==> src/design/pmr_pkg.sv <==
package pmr_pkg;

	// register indices on the management access port
	localparam logic [4:0] IDX_CTRL = 5'h00;
	localparam logic [4:0] IDX_STAT = 5'h01;
	localparam logic [4:0] IDX_ID_HI = 5'h02;
	localparam logic [4:0] IDX_ID_LO = 5'h03;
	localparam logic [4:0] IDX_ADV = 5'h04;

	// basic control field positions
	localparam int CTL_RESET = 15;
	localparam int CTL_LOOP = 14;
	localparam int CTL_SPEED = 13;
	localparam int CTL_ANEN = 12;
	localparam int CTL_PDOWN = 11;
	localparam int CTL_RESTART = 9;
	localparam int CTL_DUPLEX = 8;
	localparam int CTL_COLTEST = 7;

	// basic status field positions
	localparam int STA_ANDONE = 5;
	localparam int STA_RFAULT = 4;
	localparam int STA_LINK = 2;
	localparam int STA_JABBER = 1;

	// advertisement field positions
	localparam int ADV_RFAULT = 13;
	localparam int ADV_PAUSE_LO = 10;
	localparam int ADV_100FD = 8;
	localparam int ADV_10FD = 6;
	localparam int ADV_10HD = 5;

	// reset values and writable masks
	localparam logic [15:0] CTRL_RST = 16'h0000;
	localparam logic [15:0] CTRL_WMASK = 16'h7980;
	localparam logic [15:0] ADV_RST = 16'h0081;
	localparam logic [15:0] ADV_WMASK = 16'h3DFF;
	localparam logic [15:0] STAT_CAP = 16'h7809;

	// pause encodings
	localparam logic [1:0] PAUSE_NONE = 2'h0;
	localparam logic [1:0] PAUSE_SYM = 2'h1;
	localparam logic [1:0] PAUSE_ASYM = 2'h2;
	localparam logic [1:0] PAUSE_BOTH = 2'h3;

	// software reset hold time
	localparam int CLK_PERIOD_NS = 100;
	localparam int SRST_TIME_NS = 500;
	localparam int SRST_CYCLES = (SRST_TIME_NS + CLK_PERIOD_NS - 1) / CLK_PERIOD_NS;
	localparam logic [3:0] SRST_CNT_LOAD = 4'(SRST_CYCLES);

endpackage

==> src/design/pmr_latch_bit.sv <==
`timescale 1ns/1ps
// sticky event flag, cleared by a status read; a new event wins over the clear
module pmr_latch_bit (
	input wire logic mclk,
	input wire logic resetn,
	input wire logic evt,
	input wire logic clr,
	output logic seen
);
	logic seen_ff;
	logic nxt_seen;

	assign nxt_seen = evt ? 1'b1 : (clr ? 1'b0 : seen_ff);
	assign seen = seen_ff;

	always_ff @(posedge mclk or negedge resetn) begin
		if (!resetn) begin
			seen_ff <= 1'b0;
		end else begin
			seen_ff <= nxt_seen;
		end
	end
endmodule

==> src/design/pmr_regs.sv <==
// Functional notes
// - writing one to control bit 15 starts a soft reset; the bit self-clears.
// - control bit 14 selects loopback; zero means normal operation.
// - control bit 13 picks 100 or 10 Mbit/s, ignored under auto-negotiation.
// - control bit 12 enables auto-negotiation, overriding manual speed and duplex.
// - control bit 11 puts the PHY into general power-down.
// - after power-down ends, completed negotiation sets status bit 5.
// - writing one to control bit 9 restarts negotiation; the bit self-clears.
// - control bit 8 picks full or half duplex, ignored under auto-negotiation.
// - control bit 7 enables the collision signal test.
// - speed, negotiation enable and some advertised abilities reset from the strap.
// - basic status reports fixed capability bits.
// - status bit 5 reads one only once negotiation has completed.
// - status bit 4 latches high on a remote fault.
// - status bit 2 is a latching-low link indication.
// - status bit 1 latches high on a jabber condition.
// - identifier high returns sixteen identifier bits, read-only.
// - identifier low returns six identifier bits, model and revision.
// - advertised pause field and remote fault bit are read-write.
// - with both pause kinds advertised, at most one is configured.
// - advertisement holds read-write 100/10 full and half ability bits.
// - advertisement selector field resets to 00001.
// - registers are reached only by index through the access port.
`timescale 1ns/1ps
module pmr_regs #(
	parameter logic [15:0] OUI_HI = 16'h1234, // arbitrary value
	parameter logic [5:0] OUI_LO = 6'h2A, // arbitrary value
	parameter logic [5:0] MODEL_NUM = 6'h05, // arbitrary value
	parameter logic [3:0] REV_NUM = 4'h1 // arbitrary value
) (
	input wire logic mclk,
	input wire logic resetn,
	input wire logic [4:0] regIndex,
	input wire logic regWrEn,
	input wire logic regRdEn,
	input wire logic [15:0] regWrData,
	output logic [15:0] regRdData,
	output logic regRdValid,
	input wire logic speedStrap,
	input wire logic linkUp,
	input wire logic remoteFaultDet,
	input wire logic jabberDet,
	input wire logic anDone,
	input wire logic anSpeed100,
	input wire logic anFullDuplex,
	input wire logic [1:0] partnerPause,
	output logic loopbackEn,
	output logic speed100,
	output logic fullDuplex,
	output logic anEnable,
	output logic anRestart,
	output logic powerDown,
	output logic colTestEn,
	output logic phyResetBusy,
	output logic [1:0] pauseSel
);
	localparam int SRST_N = pmr_pkg::SRST_CYCLES;

	function automatic logic [15:0] ctrlDefault(input logic s);
		ctrlDefault = pmr_pkg::CTRL_RST;
		ctrlDefault[pmr_pkg::CTL_SPEED] = s;
		ctrlDefault[pmr_pkg::CTL_ANEN] = s;
	endfunction

	function automatic logic [15:0] advDefault(input logic s);
		advDefault = pmr_pkg::ADV_RST;
		advDefault[pmr_pkg::ADV_100FD] = s;
		advDefault[pmr_pkg::ADV_10FD] = s;
		advDefault[pmr_pkg::ADV_10HD] = s;
	endfunction

	// pick at most one pause kind from our advertisement and the partner's
	function automatic logic [1:0] resolvePause(input logic [1:0] ours, input logic [1:0] theirs);
		logic [1:0] common;
		common = ours & theirs;
		if (common == pmr_pkg::PAUSE_BOTH) begin
			resolvePause = pmr_pkg::PAUSE_SYM;
		end else begin
			resolvePause = common;
		end
	endfunction

	logic [15:0] ctrl_ff;
	logic [15:0] adv_ff;
	logic [3:0] srstCnt_ff;
	logic srstBusy_ff;
	logic restart_ff;
	logic strapDone_ff;
	logic strap_ff;
	logic anComplete_ff;
	logic speed100_ff;
	logic fullDuplex_ff;
	logic [1:0] pauseSel_ff;
	logic [15:0] regRdData_ff;
	logic regRdValid_ff;

	logic [15:0] nxt_ctrl;
	logic [15:0] nxt_adv;
	logic [3:0] nxt_srstCnt;
	logic nxt_srstBusy;
	logic nxt_restart;
	logic nxt_anComplete;
	logic nxt_speed100;
	logic nxt_fullDuplex;
	logic [1:0] nxt_pauseSel;
	logic [15:0] nxt_regRdData;

	logic ctrlWr;
	logic advWr;
	logic srstReq;
	logic loadDefaults;
	logic strapVal;
	logic statRead;
	logic rfSeen;
	logic jabSeen;
	logic linkDropSeen;
	logic rfRd;
	logic jabRd;
	logic linkRd;
	logic [15:0] ctrlWord;
	logic [15:0] statWord;
	logic [15:0] idLoWord;
	logic [15:0] rdWord;

	// access decode; writes during a soft reset are dropped
	assign ctrlWr = regWrEn && (regIndex == pmr_pkg::IDX_CTRL) && !srstBusy_ff;
	assign advWr = regWrEn && (regIndex == pmr_pkg::IDX_ADV) && !srstBusy_ff;
	assign statRead = regRdEn && (regIndex == pmr_pkg::IDX_STAT);
	assign srstReq = ctrlWr && regWrData[pmr_pkg::CTL_RESET];
	// other bits of a reset write are discarded, as the master is expected to zero them
	assign loadDefaults = !strapDone_ff || srstReq;
	assign strapVal = strapDone_ff ? strap_ff : speedStrap;

	assign nxt_ctrl = loadDefaults ? ctrlDefault(strapVal) :
		(ctrlWr ? (regWrData & pmr_pkg::CTRL_WMASK) : ctrl_ff);
	assign nxt_adv = loadDefaults ? advDefault(strapVal) :
		(advWr ? (regWrData & pmr_pkg::ADV_WMASK) : adv_ff);

	assign nxt_srstCnt = srstReq ? pmr_pkg::SRST_CNT_LOAD :
		((srstCnt_ff != 4'h0) ? srstCnt_ff - 4'h1 : 4'h0);
	assign nxt_srstBusy = (nxt_srstCnt != 4'h0);
	assign nxt_restart = ctrlWr && regWrData[pmr_pkg::CTL_RESTART] &&
		!regWrData[pmr_pkg::CTL_RESET];

	// completion only counts while negotiating, powered and out of reset
	assign nxt_anComplete = ctrl_ff[pmr_pkg::CTL_ANEN] && anDone && !srstBusy_ff &&
		!ctrl_ff[pmr_pkg::CTL_PDOWN] && !restart_ff;
	assign nxt_speed100 = ctrl_ff[pmr_pkg::CTL_ANEN] ? anSpeed100 :
		ctrl_ff[pmr_pkg::CTL_SPEED];
	assign nxt_fullDuplex = ctrl_ff[pmr_pkg::CTL_ANEN] ? anFullDuplex :
		ctrl_ff[pmr_pkg::CTL_DUPLEX];
	assign nxt_pauseSel = anComplete_ff ?
		resolvePause(adv_ff[pmr_pkg::ADV_PAUSE_LO +: 2], partnerPause) :
		pmr_pkg::PAUSE_NONE;

	// latched status: the read shows what was latched, then the latch clears
	pmr_latch_bit uRfLatch (
		.mclk(mclk),
		.resetn(resetn),
		.evt(remoteFaultDet),
		.clr(statRead),
		.seen(rfSeen)
	);
	pmr_latch_bit uJabLatch (
		.mclk(mclk),
		.resetn(resetn),
		.evt(jabberDet),
		.clr(statRead),
		.seen(jabSeen)
	);
	pmr_latch_bit uLinkLatch (
		.mclk(mclk),
		.resetn(resetn),
		.evt(!linkUp),
		.clr(statRead),
		.seen(linkDropSeen)
	);
	assign rfRd = rfSeen || remoteFaultDet;
	assign jabRd = jabSeen || jabberDet;
	assign linkRd = linkUp && !linkDropSeen;

	assign ctrlWord = ctrl_ff | {srstBusy_ff, 5'h00, restart_ff, 9'h000};
	assign statWord = pmr_pkg::STAT_CAP |
		{10'h000, anComplete_ff, rfRd, 1'b0, linkRd, jabRd, 1'b0};
	assign idLoWord = {OUI_LO, MODEL_NUM, REV_NUM};
	assign rdWord = (regIndex == pmr_pkg::IDX_CTRL) ? ctrlWord :
		(regIndex == pmr_pkg::IDX_STAT) ? statWord :
		(regIndex == pmr_pkg::IDX_ID_HI) ? OUI_HI :
		(regIndex == pmr_pkg::IDX_ID_LO) ? idLoWord :
		(regIndex == pmr_pkg::IDX_ADV) ? adv_ff : 16'h0000;
	assign nxt_regRdData = regRdEn ? rdWord : regRdData_ff;

	always_ff @(posedge mclk or negedge resetn) begin
		if (!resetn) begin
			strapDone_ff <= 1'b0;
			strap_ff <= 1'b0;
		end else begin
			strapDone_ff <= 1'b1;
			if (!strapDone_ff) begin
				strap_ff <= speedStrap;
			end
		end
	end

	always_ff @(posedge mclk or negedge resetn) begin
		if (!resetn) begin
			ctrl_ff <= pmr_pkg::CTRL_RST;
			adv_ff <= pmr_pkg::ADV_RST;
			srstCnt_ff <= 4'h0;
			srstBusy_ff <= 1'b0;
			restart_ff <= 1'b0;
		end else begin
			ctrl_ff <= nxt_ctrl;
			adv_ff <= nxt_adv;
			srstCnt_ff <= nxt_srstCnt;
			srstBusy_ff <= nxt_srstBusy;
			restart_ff <= nxt_restart;
		end
	end

	always_ff @(posedge mclk or negedge resetn) begin
		if (!resetn) begin
			anComplete_ff <= 1'b0;
			speed100_ff <= 1'b0;
			fullDuplex_ff <= 1'b0;
			pauseSel_ff <= pmr_pkg::PAUSE_NONE;
		end else begin
			anComplete_ff <= nxt_anComplete;
			speed100_ff <= nxt_speed100;
			fullDuplex_ff <= nxt_fullDuplex;
			pauseSel_ff <= nxt_pauseSel;
		end
	end

	always_ff @(posedge mclk or negedge resetn) begin
		if (!resetn) begin
			regRdData_ff <= 16'h0000;
			regRdValid_ff <= 1'b0;
		end else begin
			regRdData_ff <= nxt_regRdData;
			regRdValid_ff <= regRdEn;
		end
	end

	assign regRdData = regRdData_ff;
	assign regRdValid = regRdValid_ff;
	assign loopbackEn = ctrl_ff[pmr_pkg::CTL_LOOP];
	assign anEnable = ctrl_ff[pmr_pkg::CTL_ANEN];
	assign powerDown = ctrl_ff[pmr_pkg::CTL_PDOWN];
	assign colTestEn = ctrl_ff[pmr_pkg::CTL_COLTEST];
	assign speed100 = speed100_ff;
	assign fullDuplex = fullDuplex_ff;
	assign anRestart = restart_ff;
	assign phyResetBusy = srstBusy_ff;
	assign pauseSel = pauseSel_ff;
endmodule

==> config.mk <==
export PLATFORM = sky130hd
export DESIGN_NAME = pmr_regs
export DESIGN_NICKNAME = d
export VERILOG_FILES = /design/src/design/pmr_pkg.sv /design/src/design/pmr_latch_bit.sv /design/src/design/pmr_regs.sv
export SDC_FILE = /design/constraint.sdc
export NUM_CORES = 1
export LEC_CHECK = 0
export ABC_AREA = 1
export BUFFER_PORTS_ARGS = -buffer_cell sky130_fd_sc_hd__buf_2
export CORE_ASPECT_RATIO = 2
export CORE_MARGIN = 1.5
export CORE_UTILIZATION = 55
export CTS_CLUSTER_SIZE = 16
export DETAILED_ROUTE_END_ITERATION = 7
export PLACE_DENSITY = 0.83
export RECOVER_POWER = 100
export SYNTH_ARGS = -nofsm -noshare
export SYNTH_HDL_FRONTEND = slang
export SYNTH_SLANG_ARGS = --single-unit
==> constraint.sdc <==
create_clock -name mclk -period 2.2 [get_ports mclk]
set_input_delay 0.22 -clock mclk [delete_from_list [all_inputs] [get_ports mclk]]
set_output_delay 0.22 -clock mclk [all_outputs]
set_load 0.01 [all_outputs]
==> metrics, run 1 <==
Avg Inst Size Synth 8.75 sq um; dpl cells 379; Die X-Extent 49.2 microns; setup violators final 0; Clock Latency Late Sink 0.31 ns; Layout area overhead 17.8%; maximum VDD drop 0.584 mV; die area 4690 sq um; post-cts sizing count 0; DP HPWL 4340 microns; final WL 5600 microns; gpl congestion 0.886; DRC 0; internal power 1.46 mW; Setup crit start kind flop; sw frac 29.4%; Synth Warn # 0; Final Cell Area 2760 sq um; # port buffers 60; setup TNS 0 ns; CTS Buffer Depth 2; Synth area leaders dfrtp_1, nand2_1, nand3_1; FP Rows 33; most frequent cells in the layout nand2_1, dfrtp_1, buf_2, clkbuf_1, inv_1; RSZ-0062 raised after global routing no; LEAKAGE 1.43 nW; leading cell type in the layout, fill and taps excluded nand2_1; Final Non-Filler Cells 387; Top Ports 61; Power Total 2.07 mW; final setup skew 0.00384 ns; Final min period 1.61 ns; DP Worst Slack 0.570 ns; Initial Utilization 57.4%; crit-path max FO 10; All-Layer GR Usage 25.4%; fraction of layout cells with a size suffix above 1 16.7%; max-slew violations 0; Yosys top cell by area dfrtp_1; Routed WL per cell 14.5 microns; #FFs+latches synth 52; status completed; Worst Setup Path Type reg2reg; CTS Sinks 52; die height 95.3 microns; sequential power share 53.2%; Max Fclk 622 MHz; placed cell areas 2710 sq um; Clk network pwr share 28.2%; Synth top area share 53.4%; Slew headroom 47.1%; HP Class in2reg; Synth cell types 31; vias per cell 5.21; Core ar. 4090 sq um; TritonRoute pass-1 iters 4; pwr/cell area 751 nW/um^2; Slew @ Worst Pin 0.794 ns; WP data arrival 1.81 ns; Clock Pin Slew Worst Setup and Hold Paths 0.09 ns; CTS tree yes; Seq/Total Area, Yosys 55.6%; number of routed nets with antenna violations 0; # diodes 0; clk root buf clkbuf_8; grt total ovfl 0; Synth Instances 268; total vias in the final route 2018; PnR worst setup slack 0.592 ns; initial DRC count 41; fin crit share 73.1%; fin util 67.6%; initial antenna violation count 0; Final #Nets 370; Psw 0.610 mW; largest net degree at the start of global routing 29; vias in the first global route 2022; Logic pwr share 18.6%; endpoints failing hold 0; hold slack 0.0993 ns; syn nets 303; first-pass GRT wire length 8790 microns; Setup crit end kind flop; synthesized cell area 2340 sq um; Num CTS Buffers 5; critical path data required time 2.40 ns; # Max-Cap Violations 0; htree depth 2
## layer usage
metal	GRT usage (%)	vias to the layer above	wire, microns
met3	4.86	20	205
met1	23.2	951	1890
met2	48.2	58	3250
li1	-	989	-
met4	18.3	0	255
met5	0	-	0
## power groups by stage
stage	Sequential [mW]	Combinational [mW]	Clock, mW
after floorplan	1.12	0.243	0
after global placement	1.12	0.391	0
after detailed placement	1.12	0.404	0
after CTS	1.10	0.408	0.590
after global routing	1.11	0.437	0.622
final	1.10	0.386	0.584
## logic make-up after synthesis
family	count (synthesis)	synth area share, %
DFF	52	55.6
adders and majority gates	1	0.534
muxes	3	1.44
buffers and inverters	31	5.28
and+or+nand+nor	139	28.0
other	1	0.160
AOI/OAI and AO/OA	41	8.96
## critical path, stage by stage, from the launching register on
cell and delay (ns):
dfrtp_1 0.43, nor2_1 0.40, nand2_4 0.16, inv_1 0.26
nor2_4 0.10, nand2_1 0.07, o21ai_0 0.08
## path summary, 6_finish.rpt
path | start | to | slack, ns | cells after the start
min in group asynchronous | resetn | regRdData[0] | 0.37 | 2
max in group asynchronous | resetn | regRdData[5] | 0.76 | 3
setup / recovery | phyResetBusy | adv_ff[13] | 0.59 | 6
setup reg to reg | phyResetBusy | adv_ff[13] | 0.59 | 6
hold reg to reg | regRdData[10] | regRdData[10] | 0.48 | 2
hold / removal | linkUp | uLinkLatch.seen | 0.1 | 2
## repair_timing
| action | in CTS | in global routing |
|---|---|---|
| endpoints found under the hold margin | 8 | 0 |
| setup buffers | 0 | 0 |
| hold buffers | 1 | 0 |
## cell usage after synthesis
cell / number
mux2_2: 3
nand3_1: 20
nand2_1: 87
nand4_1: 1
nand3_4: 1
nor2_1: 16
a31oi_1: 2
inv_4: 1
nor3b_1: 1
buf_4: 1
nor2_8: 1
clkinv_1: 1
dfrtp_1: 50
nor4_1: 1
nand2_4: 3
a21boi_0: 1
o21ai_0: 12
ha_1: 1
nand2_2: 2
dfstp_2: 2
inv_1: 22
o21ai_1: 7
inv_2: 3
a21oi_1: 19
nand2_8: 1
nor3_1: 1
buf_2: 1
nor2_4: 3
nand3b_1: 1
conb_1: 1
clkbuf_1: 2
## flip-flops by register name, summed over array words and instances (netlist names), 2 cells and up
signal / count
pauseSel: 2
regRdData: 16
ctrl_ff: 6
adv_ff: 13
srstCnt_ff: 4
## area by class of cell
class                      instances  area, sq um
fill                             379         1330
clock buffer                       7         96.3
tap                               52         65.1
multi-input combinational        185          907
inverter                          27          104
sequential                        52         1300
timing repair buffer              64          287
(Power assumes the default switching activity.)
==> run 2, diff against run 1 <==
--- a/config.mk
+++ b/config.mk
@@ -9,10 +9,10 @@
 export BUFFER_PORTS_ARGS = -buffer_cell sky130_fd_sc_hd__buf_2
 export CORE_ASPECT_RATIO = 2
 export CORE_MARGIN = 1.5
-export CORE_UTILIZATION = 55
+export CORE_UTILIZATION = 47
 export CTS_CLUSTER_SIZE = 16
 export DETAILED_ROUTE_END_ITERATION = 7
-export PLACE_DENSITY = 0.83
+export PLACE_DENSITY = 0.75
 export RECOVER_POWER = 100
 export SYNTH_ARGS = -nofsm -noshare
 export SYNTH_HDL_FRONTEND = slang
==> constraint.sdc (replaced) <==
create_clock -name mclk -period 1.3 [get_ports mclk]
set_input_delay 0.13 -clock mclk [delete_from_list [all_inputs] [get_ports mclk]]
set_output_delay 0.13 -clock mclk [all_outputs]
set_load 0.01 [all_outputs]
==> metrics, run 2 (same netlist as run 1, synthesis figures left out) <==
# Max-Cap Violations 0; Max Fclk 797 MHz; DRC 0; initial antenna violation count 0; Final Non-Filler Cells 405; die area 5450 sq um; Top Ports 61; CTS Buffer Depth 2; DP Worst Slack -0.0244 ns; Core ar. 4820 sq um; TritonRoute pass-1 iters 4; crit-path max FO 3; # diodes 0; LEAKAGE 1.51 nW; setup TNS 0 ns; leading cell type in the layout, fill and taps excluded nand2_1; gpl congestion 0.907; first-pass GRT wire length 9050 microns; Final #Nets 382; DP HPWL 4410 microns; Slew @ Worst Pin 0.705 ns; fin crit share 96.5%; dpl cells 391; Routed WL per cell 14.2 microns; CP cell instances inv_1, ha_1, inv_2, nor2_2, nand2_1, nand2_1, nand2_1, nand3b_1; grt total ovfl 0; setup violators final 0; register area 1300 sq um; # port buffers 60; largest net degree at the start of global routing 53; critical path data required time 1.50 ns; area of the multi-input gates 927 sq um; Num CTS Buffers 5; All-Layer GR Usage 23.1%; Layout area overhead 24.5%; WP data arrival 1.45 ns; vias per cell 5.11; fillers 436; RSZ-0062 raised after global routing yes; max reg flops 16; CP most frequent cell nand2_1; PnR worst setup slack 0.0460 ns; clk root buf clkbuf_8; Slew headroom 53.0%; CP max stage delay 0.39 ns; fin util 60.6%; final setup skew 0.00869 ns; endpoints failing hold 0; Final Cell Area 2920 sq um; maximum VDD drop 1.30 mV; hold slack 0.0127 ns; Setup crit end kind flop; Worst Setup Path Type reg2reg; max-slew violations 0; Clock Latency Late Sink 0.31 ns; die height 103 microns; fraction of layout cells with a size suffix above 1 21.6%; Die X-Extent 52.9 microns; htree depth 2; most frequent cells in the layout nand2_1, dfrtp_1, buf_2; CTS tree yes; Power Total 3.92 mW; Critical Path Slowest Stage Cell dfrtp_1; Initial Utilization 48.7%; HP Class in2reg; status completed; placed cell areas 2780 sq um; CTS Sinks 52; pwr/cell area 1340 nW/um^2; final WL 5770 microns; initial DRC count 53; FP Rows 36; vias in the first global route 2041; total vias in the final route 2071; Clock Pin Slew Worst Setup and Hold Paths 0.10 ns; Setup crit start kind flop; number of routed nets with antenna violations 0; Final min period 1.25 ns
[run 2: cell count changes in the layout (fill, tap and decap cells not counted), sizes merged]
cell / delta
clkbuf: -5
inv: +1
nand3: +1
buf: +14
bufinv: +2
[run 2: layout make-up]
class	count	area share, %
Multi-Input combinational cell	186	31.8
Timing Repair Buffer	75	12.9
Clock buffer	5	2.36
Inverter	27	3.56
Clock inverter	3	2.36
Tap cell	57	2.44
Sequential cell	52	44.7
[run 2: repair_timing]
action | CTS | global route
hold endpoints to repair | 50 | 0
cloned | 0 | 1
setup endpoints to repair | 1 | 11
buffers inserted | 1 | 3
pin swaps | 1 | 4
resized for setup | 1 | 3
hold buffers | 1 | 0
[run 2: final timing paths]
check,slack (ns),to,startpoint,cells past startpoint
hold / removal,0.01,uLinkLatch.seen,linkUp,2
setup reg to reg,0.05,phyResetBusy,srstCnt_ff[0],8
min in group asynchronous,0.50,fullDuplex,resetn,3
setup / recovery,0.05,phyResetBusy,srstCnt_ff[0],8
hold reg to reg,0.49,adv_ff[8],adv_ff[8],2
max in group asynchronous,0.32,regRdData[0],resetn,3
[run 2: metal layers]
| layer | up-vias | wire, microns | track usage, % |
|---|---|---|---|
| met5 | - | 0 | 0 |
| met4 | 0 | 299 | 14.6 |
| met3 | 18 | 188 | 3.48 |
| met2 | 57 | 3370 | 43.3 |
| met1 | 979 | 1910 | 22.2 |
| li1 | 1017 | - | - |
[run 2: worst max-delay path, delay by kind of cell (launching register included)]
family	cells	cell delay, ns
flops	1	0.39
buf+inv	2	0.13
simple gates	5	0.46
fa+ha+maj	1	0.16
[run 2: power by group]
group          internal (mW)  switching, mW
Clock                  0.775          0.552
Combinational          0.284          0.445
Sequential              1.77          0.100
